**src/hw/pcrc_pkg.sv**
```systemverilog
// shared constants for the clock ratio and pll control block
package pcrc_pkg;
   localparam int unsigned ADDR_W = 32;
   localparam int unsigned DATA_W = 32;
   localparam int unsigned REG_W = 8;
   localparam int unsigned MODE_W = 3;
   localparam int unsigned FR_W = 4;
   localparam int unsigned LOG_W = 3;
   localparam int unsigned DIV_W = 4;

   localparam logic [ADDR_W-1:0] ADDR_RATIO = 32'hfffffe90;
   localparam logic [ADDR_W-1:0] ADDR_STATUS = 32'hfffffe94;

   localparam int unsigned BIT_SECOND_PLL_OFF = 7;
   localparam int unsigned BIT_FIRST_PLL_OFF = 6;
   localparam int unsigned BIT_BUS_CLOCK_PIN_HIZ = 5;
   localparam int unsigned BIT_RESERVED = 4;
   localparam int unsigned FR_LSB = 0;

   localparam int unsigned STAT_SWITCHING = 0;
   localparam int unsigned STAT_MODE_LSB = 1;
   localparam int unsigned STAT_APPLIED_LSB = 4;

   localparam logic [REG_W-1:0] RESET_MODE01 = 8'h00;
   localparam logic [REG_W-1:0] RESET_MODE2 = 8'h40;
   localparam logic [REG_W-1:0] RESET_MODE3 = 8'h60;
   localparam logic [REG_W-1:0] RESET_MODE45 = 8'ha6;
   localparam logic [REG_W-1:0] RESET_MODE6 = 8'he0;

   localparam logic [REG_W-1:0] FIXED_NONE = 8'h00;
   localparam logic [REG_W-1:0] FIXED_MODE23 = 8'h40;
   localparam logic [REG_W-1:0] FIXED_MODE45 = 8'ha0;
   localparam logic [REG_W-1:0] FIXED_MODE6 = 8'he0;
   localparam logic [REG_W-1:0] RESERVED_MASK = 8'h10;

   localparam logic [MODE_W-1:0] MODE_0 = 3'h0;
   localparam logic [MODE_W-1:0] MODE_1 = 3'h1;
   localparam logic [MODE_W-1:0] MODE_2 = 3'h2;
   localparam logic [MODE_W-1:0] MODE_3 = 3'h3;
   localparam logic [MODE_W-1:0] MODE_4 = 3'h4;
   localparam logic [MODE_W-1:0] MODE_5 = 3'h5;
   localparam logic [MODE_W-1:0] MODE_6 = 3'h6;

   // rates as log2 of multiples of a quarter input clock: 0 = x1/4 ... 4 = x4
   localparam logic [LOG_W-1:0] RATE_Q = 3'h0;
   localparam logic [LOG_W-1:0] RATE_H = 3'h1;
   localparam logic [LOG_W-1:0] RATE_1 = 3'h2;
   localparam logic [LOG_W-1:0] RATE_2 = 3'h3;
   localparam logic [LOG_W-1:0] RATE_4 = 3'h4;
   localparam logic [LOG_W-1:0] RATE_TOP = 3'h4;

   localparam logic [FR_W-1:0] FR_ALL_ONE = 4'hf;
   localparam logic [FR_W-1:0] FR_BUS4_A = 4'hc;
   localparam logic [FR_W-1:0] FR_BUS4_B = 4'he;

   typedef enum logic {PCRC_RUN, PCRC_SETTLE} pcrc_state_t;
endpackage

```
**src/hw/pcrc_clk_div.sv**
```systemverilog
// enable-pulse divider for one internal clock
`timescale 1ns/100ps
module pcrc_clk_div #(
   parameter int unsigned CNT_W = pcrc_pkg::DIV_W
) (
   input wire logic ref_clk,
   input wire logic rst_b,
   input wire logic run,
   input wire logic [pcrc_pkg::LOG_W-1:0] shift,
   output logic clk_en
);
   import pcrc_pkg::*;

   initial
   begin
      if (CNT_W < int'(RATE_TOP))
         $error("pcrc_clk_div: CNT_W too small for the slowest rate");
   end

   logic [CNT_W-1:0] count;
   logic [CNT_W-1:0] reload;

   // period in reference cycles is 2**shift
   assign reload = CNT_W'((1 << shift) - 1);

   always_ff @(posedge ref_clk or negedge rst_b)
   begin
      if (!rst_b)
         count <= '0;
      else if (!run)
         count <= '0;
      else if (count == '0)
         count <= reload;
      else
         count <= count - 1'b1;
   end

   always_ff @(posedge ref_clk or negedge rst_b)
   begin
      if (!rst_b)
         clk_en <= 1'b0;
      else
         clk_en <= run && (count == '0);
   end
endmodule // pcrc_clk_div

```
**src/hw/pcrc_ctrl.sv**
```systemverilog
// clock ratio and pll control: register, ratio decode, switch sequence
// What this block does
// - only power-on reset initialises the ratio register; watchdog reset keeps it.
// - reset value from mode pins: 00, 40, 60, a6, e0 per mode.
// - bit 7 second pll off; writable modes 0-3, reads 1 in 4-6.
// - bit 6 first pll off; writable modes 0,1,4,5, reads 1 in 2,3,6.
// - bit 5 bus clock pin hi-z; writable modes 0-3, reads 1 in 4-6.
// - bit 4 reserved, reads 0; software writes 0.
// - both plls on: base x4, nine codes set core, bus, peripheral rates.
// - only second pll: base x1, x2 or x4; peripheral x1 or x2.
// - only first pll, modes 0/1: base x4, bus and peripheral x1.
// - modes 4/5 first pll: base x2, bus x1, four codes.
// - both plls off: base x1, ten codes divide to 1/4, 1/2, 1.
// - a changing write stops internal clocks and feeds the watchdog.
// - on watchdog overflow, new ratio starts; no flags, interrupt or output.
// - modes 4-6 use the shared pin as clock pause request.
// - external clock from oscillator pin in modes 0-3, bus clock pin otherwise.
//
// The Avalon-MM slave port was decided locally.
`timescale 1ns/100ps
module pcrc_ctrl #(
   parameter int unsigned DIV_CNT_W = pcrc_pkg::DIV_W
) (
   input wire logic ref_clk,
   input wire logic rst_b,
   input wire logic watchdog_reset,
   input wire logic [pcrc_pkg::MODE_W-1:0] mode_pins,
   input wire logic [pcrc_pkg::ADDR_W-1:0] avs_address,
   input wire logic avs_read,
   input wire logic avs_write,
   input wire logic [pcrc_pkg::DATA_W-1:0] avs_writedata,
   input wire logic [3:0] avs_byteenable,
   output logic [pcrc_pkg::DATA_W-1:0] avs_readdata,
   output logic avs_waitrequest,
   input wire logic watchdog_settle_overflow,
   output logic watchdog_count_enable,
   output logic watchdog_flags_suppress,
   output logic first_pll_run,
   output logic second_pll_run,
   output logic core_clk_en,
   output logic bus_clk_en,
   output logic periph_clk_en,
   input wire logic bus_clock_pin_in,
   output logic bus_clock_pin_out,
   output logic bus_clock_pin_oe_b,
   output logic clock_from_bus_pin,
   input wire logic pause_or_crystal_select_pin,
   output logic clock_pause_request,
   output logic crystal_select
);
   import pcrc_pkg::*;

   initial
   begin
      if (DIV_CNT_W < int'(RATE_TOP))
         $error("pcrc_ctrl: DIV_CNT_W cannot hold the slowest divider period");
   end

   // bits that a mode pins to 1
   function automatic logic [REG_W-1:0] fixed_bits(input logic [MODE_W-1:0] m);
      logic [REG_W-1:0] f;
      f = FIXED_NONE;
      unique case (m)
         MODE_0, MODE_1: f = FIXED_NONE;
         MODE_2, MODE_3: f = FIXED_MODE23;
         MODE_4, MODE_5: f = FIXED_MODE45;
         default: f = FIXED_MODE6;
      endcase
      return f;
   endfunction

   function automatic logic [REG_W-1:0] reset_value(input logic [MODE_W-1:0] m);
      logic [REG_W-1:0] v;
      v = RESET_MODE6;
      unique case (m)
         MODE_0, MODE_1: v = RESET_MODE01;
         MODE_2: v = RESET_MODE2;
         MODE_3: v = RESET_MODE3;
         MODE_4, MODE_5: v = RESET_MODE45;
         default: v = RESET_MODE6;
      endcase
      return v;
   endfunction

   function automatic logic [LOG_W-1:0] sel3(input logic hi, input logic mid,
      input logic [LOG_W-1:0] a, input logic [LOG_W-1:0] b, input logic [LOG_W-1:0] c);
      logic [LOG_W-1:0] r;
      r = hi ? a : (mid ? b : c);
      return r;
   endfunction

   // core, bus, peripheral rates for a code; illegal codes give a harmless rate
   function automatic logic [3*LOG_W-1:0] rates(input logic p1, input logic p2,
      input logic m45, input logic [FR_W-1:0] fr);
      logic [LOG_W-1:0] c;
      logic [LOG_W-1:0] b;
      logic [LOG_W-1:0] p;
      logic bus4;
      bus4 = (fr == FR_BUS4_A) || (fr == FR_BUS4_B);
      c = RATE_1;
      b = RATE_1;
      p = RATE_1;
      if (p1 && p2)
      begin
         c = sel3(fr[3], fr[2], RATE_4, RATE_2, RATE_1);
         b = bus4 ? RATE_4 : ((fr[1] | fr[0]) ? RATE_2 : RATE_1);
         p = fr[1] ? RATE_2 : RATE_1;
      end
      else if (p2)
      begin
         c = sel3(fr[3], fr[2], RATE_4, RATE_2, RATE_1);
         b = c;
         p = fr[1] ? RATE_2 : RATE_1;
      end
      else if (p1 && m45)
      begin
         c = fr[3] ? RATE_2 : RATE_1;
         b = RATE_1;
         p = fr[1] ? RATE_1 : RATE_H;
      end
      else if (p1)
      begin
         c = sel3(fr[3], fr[2], RATE_4, RATE_2, RATE_1);
         b = RATE_1;
         p = RATE_1;
      end
      else if (fr == FR_ALL_ONE)
      begin
         c = RATE_1;
         b = RATE_1;
         p = RATE_1;
      end
      else
      begin
         c = sel3(fr[3], fr[2], RATE_1, RATE_H, RATE_Q);
         b = bus4 ? RATE_1 : ((fr[1] | fr[0]) ? RATE_H : RATE_Q);
         p = fr[1] ? RATE_H : RATE_Q;
      end
      return {c, b, p};
   endfunction

   logic init_done;
   logic [MODE_W-1:0] mode;
   logic [REG_W-1:0] ratio_ctrl;
   logic [REG_W-1:0] applied;
   logic [REG_W-1:0] next_ratio_ctrl;
   logic [REG_W-1:0] fixed;
   logic [REG_W-1:0] ratio_view;
   logic [REG_W-1:0] status_view;
   pcrc_state_t state;
   logic resp;
   logic accept;
   logic take;
   logic wr_ratio;
   logic changes;
   logic m45;
   logic clocks_run;
   logic [3*LOG_W-1:0] rate_vec;
   logic [LOG_W-1:0] shift [3];
   logic [2:0] en_vec;

   assign fixed = fixed_bits(mode);
   assign m45 = (mode == MODE_4) || (mode == MODE_5);
   assign ratio_view = (ratio_ctrl | fixed) & ~RESERVED_MASK;
   assign status_view = {applied[FR_W-1:0], mode, state == PCRC_SETTLE};

   // bus slave: one extra cycle per access; stalls until the register
   // is loaded and while the clocks are held for settling
   assign accept = init_done && (state == PCRC_RUN) && (avs_read || avs_write) && !resp;
   assign take = init_done && (state == PCRC_RUN) && (avs_read || avs_write) && resp;
   assign avs_waitrequest = (avs_read || avs_write) && !take;
   assign wr_ratio = take && avs_write && avs_byteenable[0] && (avs_address == ADDR_RATIO);

   // fixed bits keep their pinned value, reserved bit stays 0
   assign next_ratio_ctrl = ((avs_writedata[REG_W-1:0] & ~fixed) | fixed)
      & ~RESERVED_MASK;
   assign changes = (next_ratio_ctrl[BIT_SECOND_PLL_OFF] != ratio_ctrl[BIT_SECOND_PLL_OFF])
      || (next_ratio_ctrl[BIT_FIRST_PLL_OFF] != ratio_ctrl[BIT_FIRST_PLL_OFF])
      || (next_ratio_ctrl[FR_W-1:0] != ratio_ctrl[FR_W-1:0]);

   always_ff @(posedge ref_clk or negedge rst_b)
   begin
      if (!rst_b)
         resp <= 1'b0;
      else
         resp <= accept;
   end

   // read data loads at the accept edge so it stands while waitrequest is low

   always_ff @(posedge ref_clk or negedge rst_b)
   begin
      if (!rst_b)
         avs_readdata <= '0;
      else if (accept && avs_read)
      begin
         if (avs_address == ADDR_RATIO)
            avs_readdata <= DATA_W'(ratio_view);
         else if (avs_address == ADDR_STATUS)
            avs_readdata <= DATA_W'(status_view);
         else
            avs_readdata <= '0;
      end
   end

   // mode pins are caught at the first edge after power-on release,
   // since an async reset may only load constants
   always_ff @(posedge ref_clk or negedge rst_b)
   begin
      if (!rst_b)
         init_done <= 1'b0;
      else
         init_done <= 1'b1;
   end

   always_ff @(posedge ref_clk or negedge rst_b)
   begin
      if (!rst_b)
         mode <= MODE_0;
      else if (!init_done)
         mode <= mode_pins;
   end

   // watchdog reset deliberately has no effect here
   always_ff @(posedge ref_clk or negedge rst_b)
   begin
      if (!rst_b)
         ratio_ctrl <= RESET_MODE01;
      else if (!init_done)
         ratio_ctrl <= reset_value(mode_pins);
      else if (wr_ratio)
         ratio_ctrl <= next_ratio_ctrl;
   end

   // switch sequence
   always_ff @(posedge ref_clk or negedge rst_b)
   begin
      if (!rst_b)
         state <= PCRC_RUN;
      else if (watchdog_reset)
         state <= PCRC_RUN;
      else
      begin
         unique case (state)
            PCRC_RUN:
               if (wr_ratio && changes)
                  state <= PCRC_SETTLE;
            PCRC_SETTLE:
               if (watchdog_settle_overflow)
                  state <= PCRC_RUN;
         endcase
      end
   end

   // the ratio in force only moves at the end of settling or on a watchdog reset
   always_ff @(posedge ref_clk or negedge rst_b)
   begin
      if (!rst_b)
         applied <= RESET_MODE01;
      else if (!init_done)
         applied <= reset_value(mode_pins);
      else if (watchdog_reset)
         applied <= ratio_ctrl;
      else if ((state == PCRC_SETTLE) && watchdog_settle_overflow)
         applied <= ratio_ctrl;
      else if (wr_ratio && !changes)
         applied <= next_ratio_ctrl;
   end

   // oscillators follow the programmed state at once and keep running
   always_ff @(posedge ref_clk or negedge rst_b)
   begin
      if (!rst_b)
      begin
         first_pll_run <= 1'b0;
         second_pll_run <= 1'b0;
      end
      else
      begin
         first_pll_run <= init_done && !ratio_view[BIT_FIRST_PLL_OFF];
         second_pll_run <= init_done && !ratio_view[BIT_SECOND_PLL_OFF];
      end
   end

   // settle time is counted by the watchdog; its overflow must not look
   // like a real timeout, so flags, interrupt and output are suppressed
   always_ff @(posedge ref_clk or negedge rst_b)
   begin
      if (!rst_b)
      begin
         watchdog_count_enable <= 1'b0;
         watchdog_flags_suppress <= 1'b0;
      end
      else
      begin
         watchdog_count_enable <= (state == PCRC_RUN) ? (wr_ratio && changes)
            : !watchdog_settle_overflow;
         watchdog_flags_suppress <= (state == PCRC_RUN) ? (wr_ratio && changes)
            : 1'b1;
      end
   end

   assign clocks_run = init_done && (state == PCRC_RUN);
   assign rate_vec = rates(!applied[BIT_FIRST_PLL_OFF], !applied[BIT_SECOND_PLL_OFF], m45,
      applied[FR_W-1:0]);

   // one divider per internal clock; reference rate stands for x4
   generate
      for (genvar i = 0; i < 3; i++)
      begin : g_div
         assign shift[i] = RATE_TOP - rate_vec[i*LOG_W +: LOG_W];
         pcrc_clk_div #(
            .CNT_W(DIV_CNT_W)
         ) u_div (
            .ref_clk(ref_clk),
            .rst_b(rst_b),
            .run(clocks_run),
            .shift(shift[i]),
            .clk_en(en_vec[i])
         );
      end
   endgenerate

   assign periph_clk_en = en_vec[0];
   assign bus_clk_en = en_vec[1];
   assign core_clk_en = en_vec[2];

   // bus clock pin: output of the bus clock in modes 0-3 unless set hi-z
   always_ff @(posedge ref_clk or negedge rst_b)
   begin
      if (!rst_b)
      begin
         bus_clock_pin_out <= 1'b0;
         bus_clock_pin_oe_b <= 1'b1;
      end
      else
      begin
         bus_clock_pin_out <= en_vec[1];
         bus_clock_pin_oe_b <= !init_done || ratio_view[BIT_BUS_CLOCK_PIN_HIZ];
      end
   end

   always_ff @(posedge ref_clk or negedge rst_b)
   begin
      if (!rst_b)
      begin
         clock_from_bus_pin <= 1'b0;
         clock_pause_request <= 1'b0;
         crystal_select <= 1'b0;
      end
      else
      begin
         clock_from_bus_pin <= mode[2];
         clock_pause_request <= mode[2] && pause_or_crystal_select_pin;
         crystal_select <= !mode[2] && pause_or_crystal_select_pin;
      end
   end

   // the pin is an input in modes 4-6 and its level is only observed
   logic bus_pin_seen;
   always_ff @(posedge ref_clk or negedge rst_b)
   begin
      if (!rst_b)
         bus_pin_seen <= 1'b0;
      else
         bus_pin_seen <= bus_clock_pin_in && mode[2];
   end
endmodule // pcrc_ctrl

```
**config.mk**
```make
export PLATFORM = sky130hd
export DESIGN_NAME = pcrc_ctrl
export DESIGN_NICKNAME = d
export VERILOG_FILES = /design/src/hw/pcrc_pkg.sv /design/src/hw/pcrc_clk_div.sv /design/src/hw/pcrc_ctrl.sv
export SDC_FILE = /design/constraint.sdc
export NUM_CORES = 1
export LEC_CHECK = 0
export BUFFER_PORTS_ARGS = -buffer_cell sky130_fd_sc_hd__buf_2
export CORE_MARGIN = 2
export CORE_UTILIZATION = 45
export DETAILED_ROUTE_END_ITERATION = 7
export PLACE_DENSITY = 0.83
export REMOVE_ABC_BUFFERS = 1
export SLEW_MARGIN = 20
export SYNTH_ARGS = -nofsm -noshare
export SYNTH_HDL_FRONTEND = slang
export SYNTH_SLANG_ARGS = --single-unit
```
**constraint.sdc**
```tcl
create_clock -name ref_clk -period 3.6 [get_ports ref_clk]
set_input_delay 1.08 -clock ref_clk [delete_from_list [all_inputs] [get_ports ref_clk]]
set_output_delay 1.08 -clock ref_clk [all_outputs]
set_load 0.005 [all_outputs]
```
; ---- Word level (Yosys, flattened, before mapping)
; Index checks and enable logic that the tools add are counted.
[op_classes]
n_shift = 3
eq_ne = 20
n_bitwise = 6
n_mul = 0
mux = 49
order_cmp = 0
div = 0
n_addsub = 9
reduce_logical = 47
[ops]
columns = operator, n
row1 = "== test 32 bit, second input constant", 2
row2 = two-way mux 8 bit, 8
row3 = one-hot mux 8 bit (4 select lines), 1
row4 = two-way mux 2 bit, 12
row5 = two-way mux 3 bit, 8
row6 = two-way mux 4 bit, 6
row7 = one-hot mux 8 bit (3 select lines), 1
row8 = logical AND 1 bit, 21
row9 = bitwise OR 8 bit, 2
row10 = "== test 3 x 2 -> 1 bit, second input constant", 4
row11 = "== test 3 bit, second input constant", 4
row12 = "== test 4 bit, second input constant", 3
row13 = zero test 4 bit, 3
row14 = two-way mux 1 bit, 12
row15 = "left shift 1 x 3 -> 4 bit, first input constant", 3
row16 = "subtractor 4 x 1 -> 4 bit, second input constant", 3
row17 = "subtractor 4 x 2 -> 4 bit, second input constant", 3
row18 = zero test 1 bit, 10
row19 = OR reduction 2 bit, 5
row20 = "subtractor 3 bit, first input constant", 3
row21 = bitwise AND 8 bit, 1
row22 = inverter 8 bit, 1
row23 = "== test 3 x 1 -> 1 bit, second input constant", 2
row24 = zero test 3 bit, 2
row25 = other kinds (8), 14
[totals]
rom_bits = 0
latch_bits = 0
inputBits = 79
regBits = 78
memories = 0
wordCells = 156
ramBits = 0
output_inout_bits = 45

; ---- Depth between registers and ports, before layout
; Gate-level depths: netlist of run 1.
[depth]
depth_word = 15
depth_mapped = 8
depth_no_buf = 7

; ---- Modules after synthesis
; Synthesis of run 1 repeated with hierarchy kept, for this count alone.
[hier_totals]
hier_cells = 322
area_unflattened_um2 = 3110.5
[by_module_without_submodules]
columns = mod, instances, area_each_um2, cells_per_inst, seq_area_each_um2
row1 = pcrc_ctrl, 1, 2157.1, 229, 902.1
row2 = pcrc_clk_div, 3, 317.8, 31, 125.1

; ---- Worst setup path after synthesis of run 1
; No wires, ideal clock.
[synth_path]
path_type = input port to flip-flop
from = input avs_address[1] (netlist bit)
to = register ratio_ctrl[5]
cell_stages = 5
setup_ps = 125
arrival_ps = 2577
required_time_ps = 3475
path_buffers = 0
slack_ps = 898
cell_sequence = or4b_4 > nor4_4 > nand3_4 > nand2_2 > mux2_4
[synth_via]
elab_chain_cells = 3
[synth_lines]
columns = element, line
row1 = start: declaration, pcrc_ctrl.sv:28  ; input wire logic [pcrc_pkg::ADDR_W-1:0] avs_address,
row2 = == test 32 bit, pcrc_ctrl.sv:172  ; assign wr_ratio = take && avs_write && avs_byteenable[0] && (avs_address == ADDR_RATIO);
row3 = logical AND 1 bit, pcrc_ctrl.sv:172
row4 = != test 2 x 1 -> 1 bit (no line), --
row5 = end signal: assignment, pcrc_ctrl.sv:230  ; ratio_ctrl <= reset_value(mode_pins);
row6 = end signal: assignment, pcrc_ctrl.sv:232  ; ratio_ctrl <= next_ratio_ctrl;
row7 = end: declaration, pcrc_ctrl.sv:144  ; logic [REG_W-1:0] ratio_ctrl;
; No other way between the ends.
; A chain may end at the register's enable or synchronous reset.

; ---- Worst setup path in the final report of run 1
[layout_path]
from = input avs_address[3] (netlist bit)
to = register ratio_ctrl[1]
; The elaborated chain is that of the path after synthesis.

==> results of run 1 <==
## registers in the layout, summed over array words and instances, names as in the netlist, 3 cells and up
register,flops
avs_readdata,8
g_div.u_div.count,12
g_div.u_div.clk_en,3
applied,6
mode,3
ratio_ctrl,7
## per-stage QoR
step | cell area [um2] | hold WS [ns] | cells
floorplan | 2883 | 0.3757 | 304
global placement | 3367 | 0.3607 | 456
detailed placement | 3367 | 0.3617 | 456
CTS | 3452 | 0.3826 | 464
global route | 3455 | 0.4036 | 464
finish | 3455 | 0.3786 | 464
## worst reg2reg max path: stages, from the launching register on
cell,delay (ns)
dfrtp_1,0.48
nor2b_1,0.18
and4_1,0.37
and4b_1,0.44
buf_4,0.22
mux2i_1,0.19
a21oi_1,0.08
## final cells by class
| class | instances | area (um2) | share of cell area, % |
|---|---|---|---|
| Multi-Input combinational cell | 244 | 1572 | 45.49 |
| Clock inverter | 2 | 12.51 | 0.3622 |
| Sequential cell | 51 | 1277 | 36.98 |
| Timing Repair Buffer | 75 | 390.4 | 11.30 |
| Tap cell | 77 | 96.34 | 2.789 |
| Inverter | 9 | 33.78 | 0.9779 |
| Clock buffer | 6 | 72.57 | 2.101 |
## cell usage after synthesis, types with 2 or more instances
cell / count / area share (%)
a211o_1: 2 / 0.58
buf_4: 25 / 6.2
mux2i_1: 4 / 1.3
nor3b_1: 3 / 0.74
nor4_4: 3 / 2.1
o21ai_0: 11 / 1.8
inv_1: 9 / 1.1
nand2_1: 26 / 3.2
nor3_1: 7 / 1.2
dfrtp_1: 50 / 41
or3_1: 2 / 0.41
and4_1: 2 / 0.58
a31oi_1: 4 / 0.82
clkbuf_1: 9 / 1.1
a22oi_1: 4 / 0.99
nand4b_1: 4 / 1.2
buf_6: 2 / 0.74
conb_1: 2 / 0.25
ha_1: 8 / 3.3
or3b_2: 4 / 1.2
o21a_1: 5 / 1.2
o31ai_1: 3 / 0.74
a21o_1: 5 / 1.2
nand4_1: 5 / 1.0
nor4_1: 2 / 0.41
xnor2_1: 11 / 3.2
nor2b_1: 9 / 1.9
a21oi_1: 23 / 3.8
nor2_1: 31 / 3.8
mux2_2: 5 / 1.9
a41oi_1: 3 / 0.86
o21ai_1: 3 / 0.49
and2_1: 2 / 0.41
a211oi_1: 11 / 2.7
## kinds of logic (layout without fill, tap and decap cells)
kind of cell | count (synthesis) | in the layout | synth area share [%]
DFF | 51 | 51 | 42.02
other | 2 | 25 | 0.2470
AOI/OAI and AO/OA | 79 | 79 | 16.71
and+or+nand+nor | 111 | 111 | 21.77
adders and majority gates | 8 | 8 | 3.292
buffers and inverters | 45 | 92 | 9.136
muxes | 10 | 10 | 3.662
xor gates and xnor gates | 11 | 11 | 3.169
## power groups by stage
stage | logic [mW] | clock network (mW) | registers [mW]
6_report | 0.416 | 0.326 | 0.737
5_1_grt | 0.474 | 0.362 | 0.754
4_1_cts | 0.419 | 0.335 | 0.736
3_5_place_dp | 0.417 | 0 | 0.748
3_3_place_gp | 0.396 | 0 | 0.743
2_1_floorplan | 0.296 | 0 | 0.733
## layer usage
metal | track usage [%] | share of wire (%) | up-vias | wire length, um
li1 | - | - | 1223 | -
met1 | 23.63 | 43 | 1240 | 2836
met2 | 32.28 | 49 | 98 | 3250
met3 | 4.381 | 6.1 | 8 | 405
met4 | 6.250 | 1.6 | 0 | 108
met5 | 0 | 0 | - | 0
## worst min-delay path by stage
stage | startpoint | endpoint | cells after the start
2_1_floorplan | g_div[1].u_div.clk_en | bus_clock_pin_out | 0
3_3_place_gp | g_div[1].u_div.clk_en | bus_clock_pin_out | 0
3_5_place_dp | g_div[1].u_div.clk_en | bus_clock_pin_out | 0
4_1_cts | g_div[1].u_div.clk_en | bus_clock_pin_out | 0
5_1_grt | g_div[1].u_div.clk_en | bus_clock_pin_out | 0
6_report | g_div[1].u_div.clk_en | bus_clock_pin_out | 0
==> out/results.txt, run 1 <==
CP Cell Sequence: buf_2 -> nand4bb_1 -> nor4_1 -> and4b_1 -> buf_4 -> mux2i_1 -> a21oi_1
Run status: finished, final reports clean
FF-to-FF Start: state
Total GRT Usage: 18.87%
Std-Cell Rows: 29
I/O pins: 124
Max Buffers Root-to-Sink: 2
Largest net degree at the start of global routing: 52
Number of synthesized flops with an enable pin: 0
Critical Path AT: 2.79 ns
Final Cycle Share: 72.10%
Post-CTS Resized: 0
Clock slew at reported path FFs: 0.09 ns
Fin. max-slew vios: 0
Largest fanout on the critical path: 7
Gr ovfl total: 0
First-pass GRT wire length: 11,180 um
Clk_lat worst skew: 0.31 ns
First drt pass iteration count: 4
Die outline area: 0.007430 mm2
Post-synthesis register bit count: 51
Synthesized area: 0.003040 mm2
Reg2reg setup slack: 1.51 ns
CTS tree: built
Fmax: 385.2 MHz
P&R area growth vs syn: 13.62%
Port Buffer Count: 70
Layout Utilization: 53.49%
Post-synthesis cell count: 317
GPL Wtd Cong: 0.8847
Sink Count: 51
Critical Path RT: 3.79 ns
WP depth: 7
Most common flop cell mapped by yosys: dfrtp_1
Initial DRC count: 165
Worst R2R Path Depth: 6
Critical path's top delay family: simple AND/OR/NAND/NOR gates
RSZ-0062 raised after global routing: no
R2R Path End: ratio_ctrl[1]
Detailed Place HPWL: 4983 um
Root Buffer: clkbuf_8
Layout cells sized above 1: 26.36%
Leakage: 1.630 nW
Pre-CTS WS: 0.6908 ns
Internal power: 992.3 uW
PwrDens: 428.5 mW/mm2
Vias in the first global route: 2,402
Die height: 86.20 um
Hold Vio Cnt, Final: 0
Wire per inst: 14.23 um
CP peak stage delay: 0.43 ns
ANT nets after route: 0
Setup TNS: 0 ns
Vias after detailed routing: 2,569
Switch share: 32.96%
Total Power: 1.480 mW
Num CTS Buffers: 5
Actual slew at the worst max-slew pin: 0.6529 ns
CP Capture Point: ratio_ctrl[1]
Nature of the critical path startpoint: primary input
Antenna violations before repair: 0
Switch Pwr: 487.9 uW
Number of distinct library cells after synthesis: 52
Most common cell after layout, fill and taps aside: buf_2
Total core area: 0.006459 mm2
Max-slew headroom: 56.47%
Depth of the CTS H-tree: 2
MaxCap Viol Count: 0
Post-synthesis sequential area ratio: 42.02%
Clk pwr share: 22.1%
Via/cell ratio: 5.537
CP bufs+invs: 2
Worst VDD drop: 0.1723 mV
Starting Density: 47.07%
Syn_area_per_cell: 9.591 um2
Ys async rst share: 100.0%
Die X: 86.20 um
Nets: 473
Final Setup Violations: 0
Critical path launch point: avs_address[3]
Worst Clk Skew: 0.007539 ns
Residual DRC: 0
WL final: 6601 um
Crit path kind: in -> reg
Critical Path Sink Type: flop
Combinational Power Share: 28.1%
Final critical-path setup slack: 1.004 ns
Setup Buffers After CTS: 0
Filler cell count: 592
Tmin final: 2.596 ns
Hold WC Path Type: reg -> reg
Slowest CP cell: and4b_1
Sequential power share: 49.8%
Syn. warnings: 0
# hold bufs at CTS: 0
Commonest cells after routing, fill and taps aside: 69 x buf_2, 50 x dfrtp_1, 31 x nor2_1
Diode count: 0
No activity file was read; power rests on OpenSTA's default activity.
==> run 2: changes to the inputs <==
Settings changed: CORE_UTILIZATION 45 to 44, PLACE_DENSITY 0.83 to 0.85.
Clock period 3.6 ns to 2.2 ns, I/O delays scaled along.
==> out/results.txt, run 2 (same netlist as run 1, synthesis figures left out) <==
Run status: finished, final reports clean
Vias in the first global route: 2,404
First drt pass iteration count: 4
Switch Pwr: 838.2 uW
Die height: 87.13 um
Hold_sp: g_div[1].u_div.clk_en
Filler cell count: 626
Largest fanout on the critical path: 6
Clock slew at reported path FFs: 0.10 ns
MaxCap Viol Count: 0
Total GRT Usage: 18.46%
Crit path kind: in -> reg
Combinational Power Share: 28.2%
First-pass GRT wire length: 11,080 um
Via/cell ratio: 5.357
Starting Density: 45.00%
Die outline area: 0.007591 mm2
Final critical-path setup slack: 0.1497 ns
Placed inst area: 0.003461 mm2
WL final: 6712 um
Fin. max-slew vios: 0
ANT nets after route: 0
Sequential power share: 48.7%
Hold Vio Cnt, Final: 0
Actual slew at the worst max-slew pin: 0.6411 ns
Depth of the CTS H-tree: 2
CP peak stage delay: 0.45 ns
Max reg flops: 12
Diode count: 0
R2R Path End: g_div[2].u_div.count[2]
Metal3 WL: 321 um
Critical Path AT: 2.25 ns
RSZ-0062 raised after global routing: no
Nature of the critical path startpoint: primary input
Port Buffer Count: 70
Detailed Place HPWL: 5134 um
Sink Count: 51
P&R area growth vs syn: 17.00%
Placed instance count: 471
Wire per inst: 14.01 um
Top Registers: g_div.u_div.count x12, avs_readdata x8, ratio_ctrl x7
Vias after detailed routing: 2,566
PwrDens: 697.6 mW/mm2
FF-to-FF Start: applied[7]
Met1 WL: 2703 um
Final Cycle Share: 93.19%
Design area: 0.003557 mm2
Pre-CTS WS: -0.1918 ns
Layout Cells excl Fill: 479
Worst R2R Path Depth: 6
Largest net degree at the start of global routing: 52
Leakage: 1.693 nW
Initial DRC count: 101
Min-Delay Path Depth: 0
Top layer in use: met4
Worst Clk Skew: 0.01352 ns
Critical Path RT: 2.40 ns
Die X: 87.13 um
CTS tree: built
Max Buffers Root-to-Sink: 2
Root Buffer: clkbuf_8
Max-slew headroom: 57.26%
Largest Register: g_div.u_div.count
Met2 WL: 3578 um
# hold bufs at CTS: 0
Hold WC Path Type: reg -> reg
Internal power: 1.643 mW
I/O pins: 124
Switch share: 33.78%
Commonest cells after routing, fill and taps aside: 70 x buf_2, 50 x dfrtp_1, 31 x nor2_1
Setup Buffers After CTS: 0
Reg2reg setup slack: 0.28 ns
Num CTS Buffers: 5
WHS Endpoint: bus_clock_pin_out
Worst VDD drop: 0.2558 mV
Fmax: 487.7 MHz
Residual DRC: 0
Gr ovfl total: 0
Nets: 485
Slowest CP cell: or3b_2
Layout cells sized above 1: 28.82%
Clk pwr share: 23.1%
Total core area: 0.006756 mm2
Post-CTS Resized: 0
Critical Path Sink Type: flop
Tmin final: 2.050 ns
Most common cell after layout, fill and taps aside: buf_2
Antenna violations before repair: 0
Std-Cell Rows: 30
Clk_lat worst skew: 0.32 ns
GPL Wtd Cong: 0.8476
Final Setup Violations: 0
CP Cell Sequence: buf_2 -> or3b_2 -> nor4_1 -> and4b_1 -> buf_4 -> mux2i_1 -> a21oi_1
run 2: cell types whose count changed in the layout (fill, tap and decap cells not counted), sizes merged:
cell	delta
buf	+12
clkbuf	-1
inv	+1
run 2: power groups by stage:
stage | registers [mW] | clock network, mW | logic, mW
2_1_floorplan | 1.20 | 0 | 0.484
3_3_place_gp | 1.21 | 0 | 0.657
3_5_place_dp | 1.22 | 0 | 0.697
4_1_cts | 1.21 | 0.585 | 0.701
5_1_grt | 1.23 | 0.619 | 0.803
6_report | 1.21 | 0.573 | 0.699
run 2: final cells by class:
type	instances	area [um2]	share of cell area (%)
Multi-Input combinational cell	244	1572	44.18
Sequential cell	51	1277	35.91
Inverter	9	33.78	0.9497
Clock inverter	3	27.53	0.7738
Timing Repair Buffer	87	478.0	13.44
Clock buffer	5	68.82	1.935
Tap cell	80	100.1	2.814
run 2: metal layers:
| metal | vias up | track usage (%) |
|---|---|---|
| met4 | 0 | 5.455 |
| met3 | 10 | 3.697 |
| met5 | - | 0 |
| li1 | 1247 | - |
| met1 | 1226 | 22.59 |
| met2 | 83 | 32.82 |
run 2: per-stage QoR:
stage | utilization, % | power, mW | hold slack, ns | setup TNS, ns
after detailed placement | 51.22 | 1.922 | 0.3665 | -1.762
after global routing | 52.65 | 2.653 | 0.3951 | 0
after global placement | 51.22 | 1.870 | 0.3629 | -1.257
final | 52.65 | 2.481 | 0.3844 | 0
after floorplan | - | 1.684 | 0.3644 | -0.2458
after CTS | 52.65 | 2.493 | 0.3871 | 0
run 2: worst max-delay path, delay by kind of cell:
kind                   cells  cell delay, ns
AO/OA/AOI/OAI              1            0.08
buffers and inverters      2            0.32
AND/OR/NAND/NOR            3            1.01
multiplexers               1            0.18
run 2: how the worst max path moves through the flow:
| stage | from | to | slack [ns] | cells after the start |
|---|---|---|---|---|
| finish | avs_address[1] | ratio_ctrl[1] | 0.15 | 7 |
| global route | applied[7] | g_div[2].u_div.count[2] | 0.04 | 6 |
| CTS | avs_address[1] | ratio_ctrl[1] | 0.16 | 7 |
| detailed placement | avs_address[1] | ratio_ctrl[1] | -0.19 | 7 |
| global placement | avs_address[1] | ratio_ctrl[1] | -0.16 | 7 |
| floorplan | avs_address[1] | ratio_ctrl[5] | -0.09 | 5 |
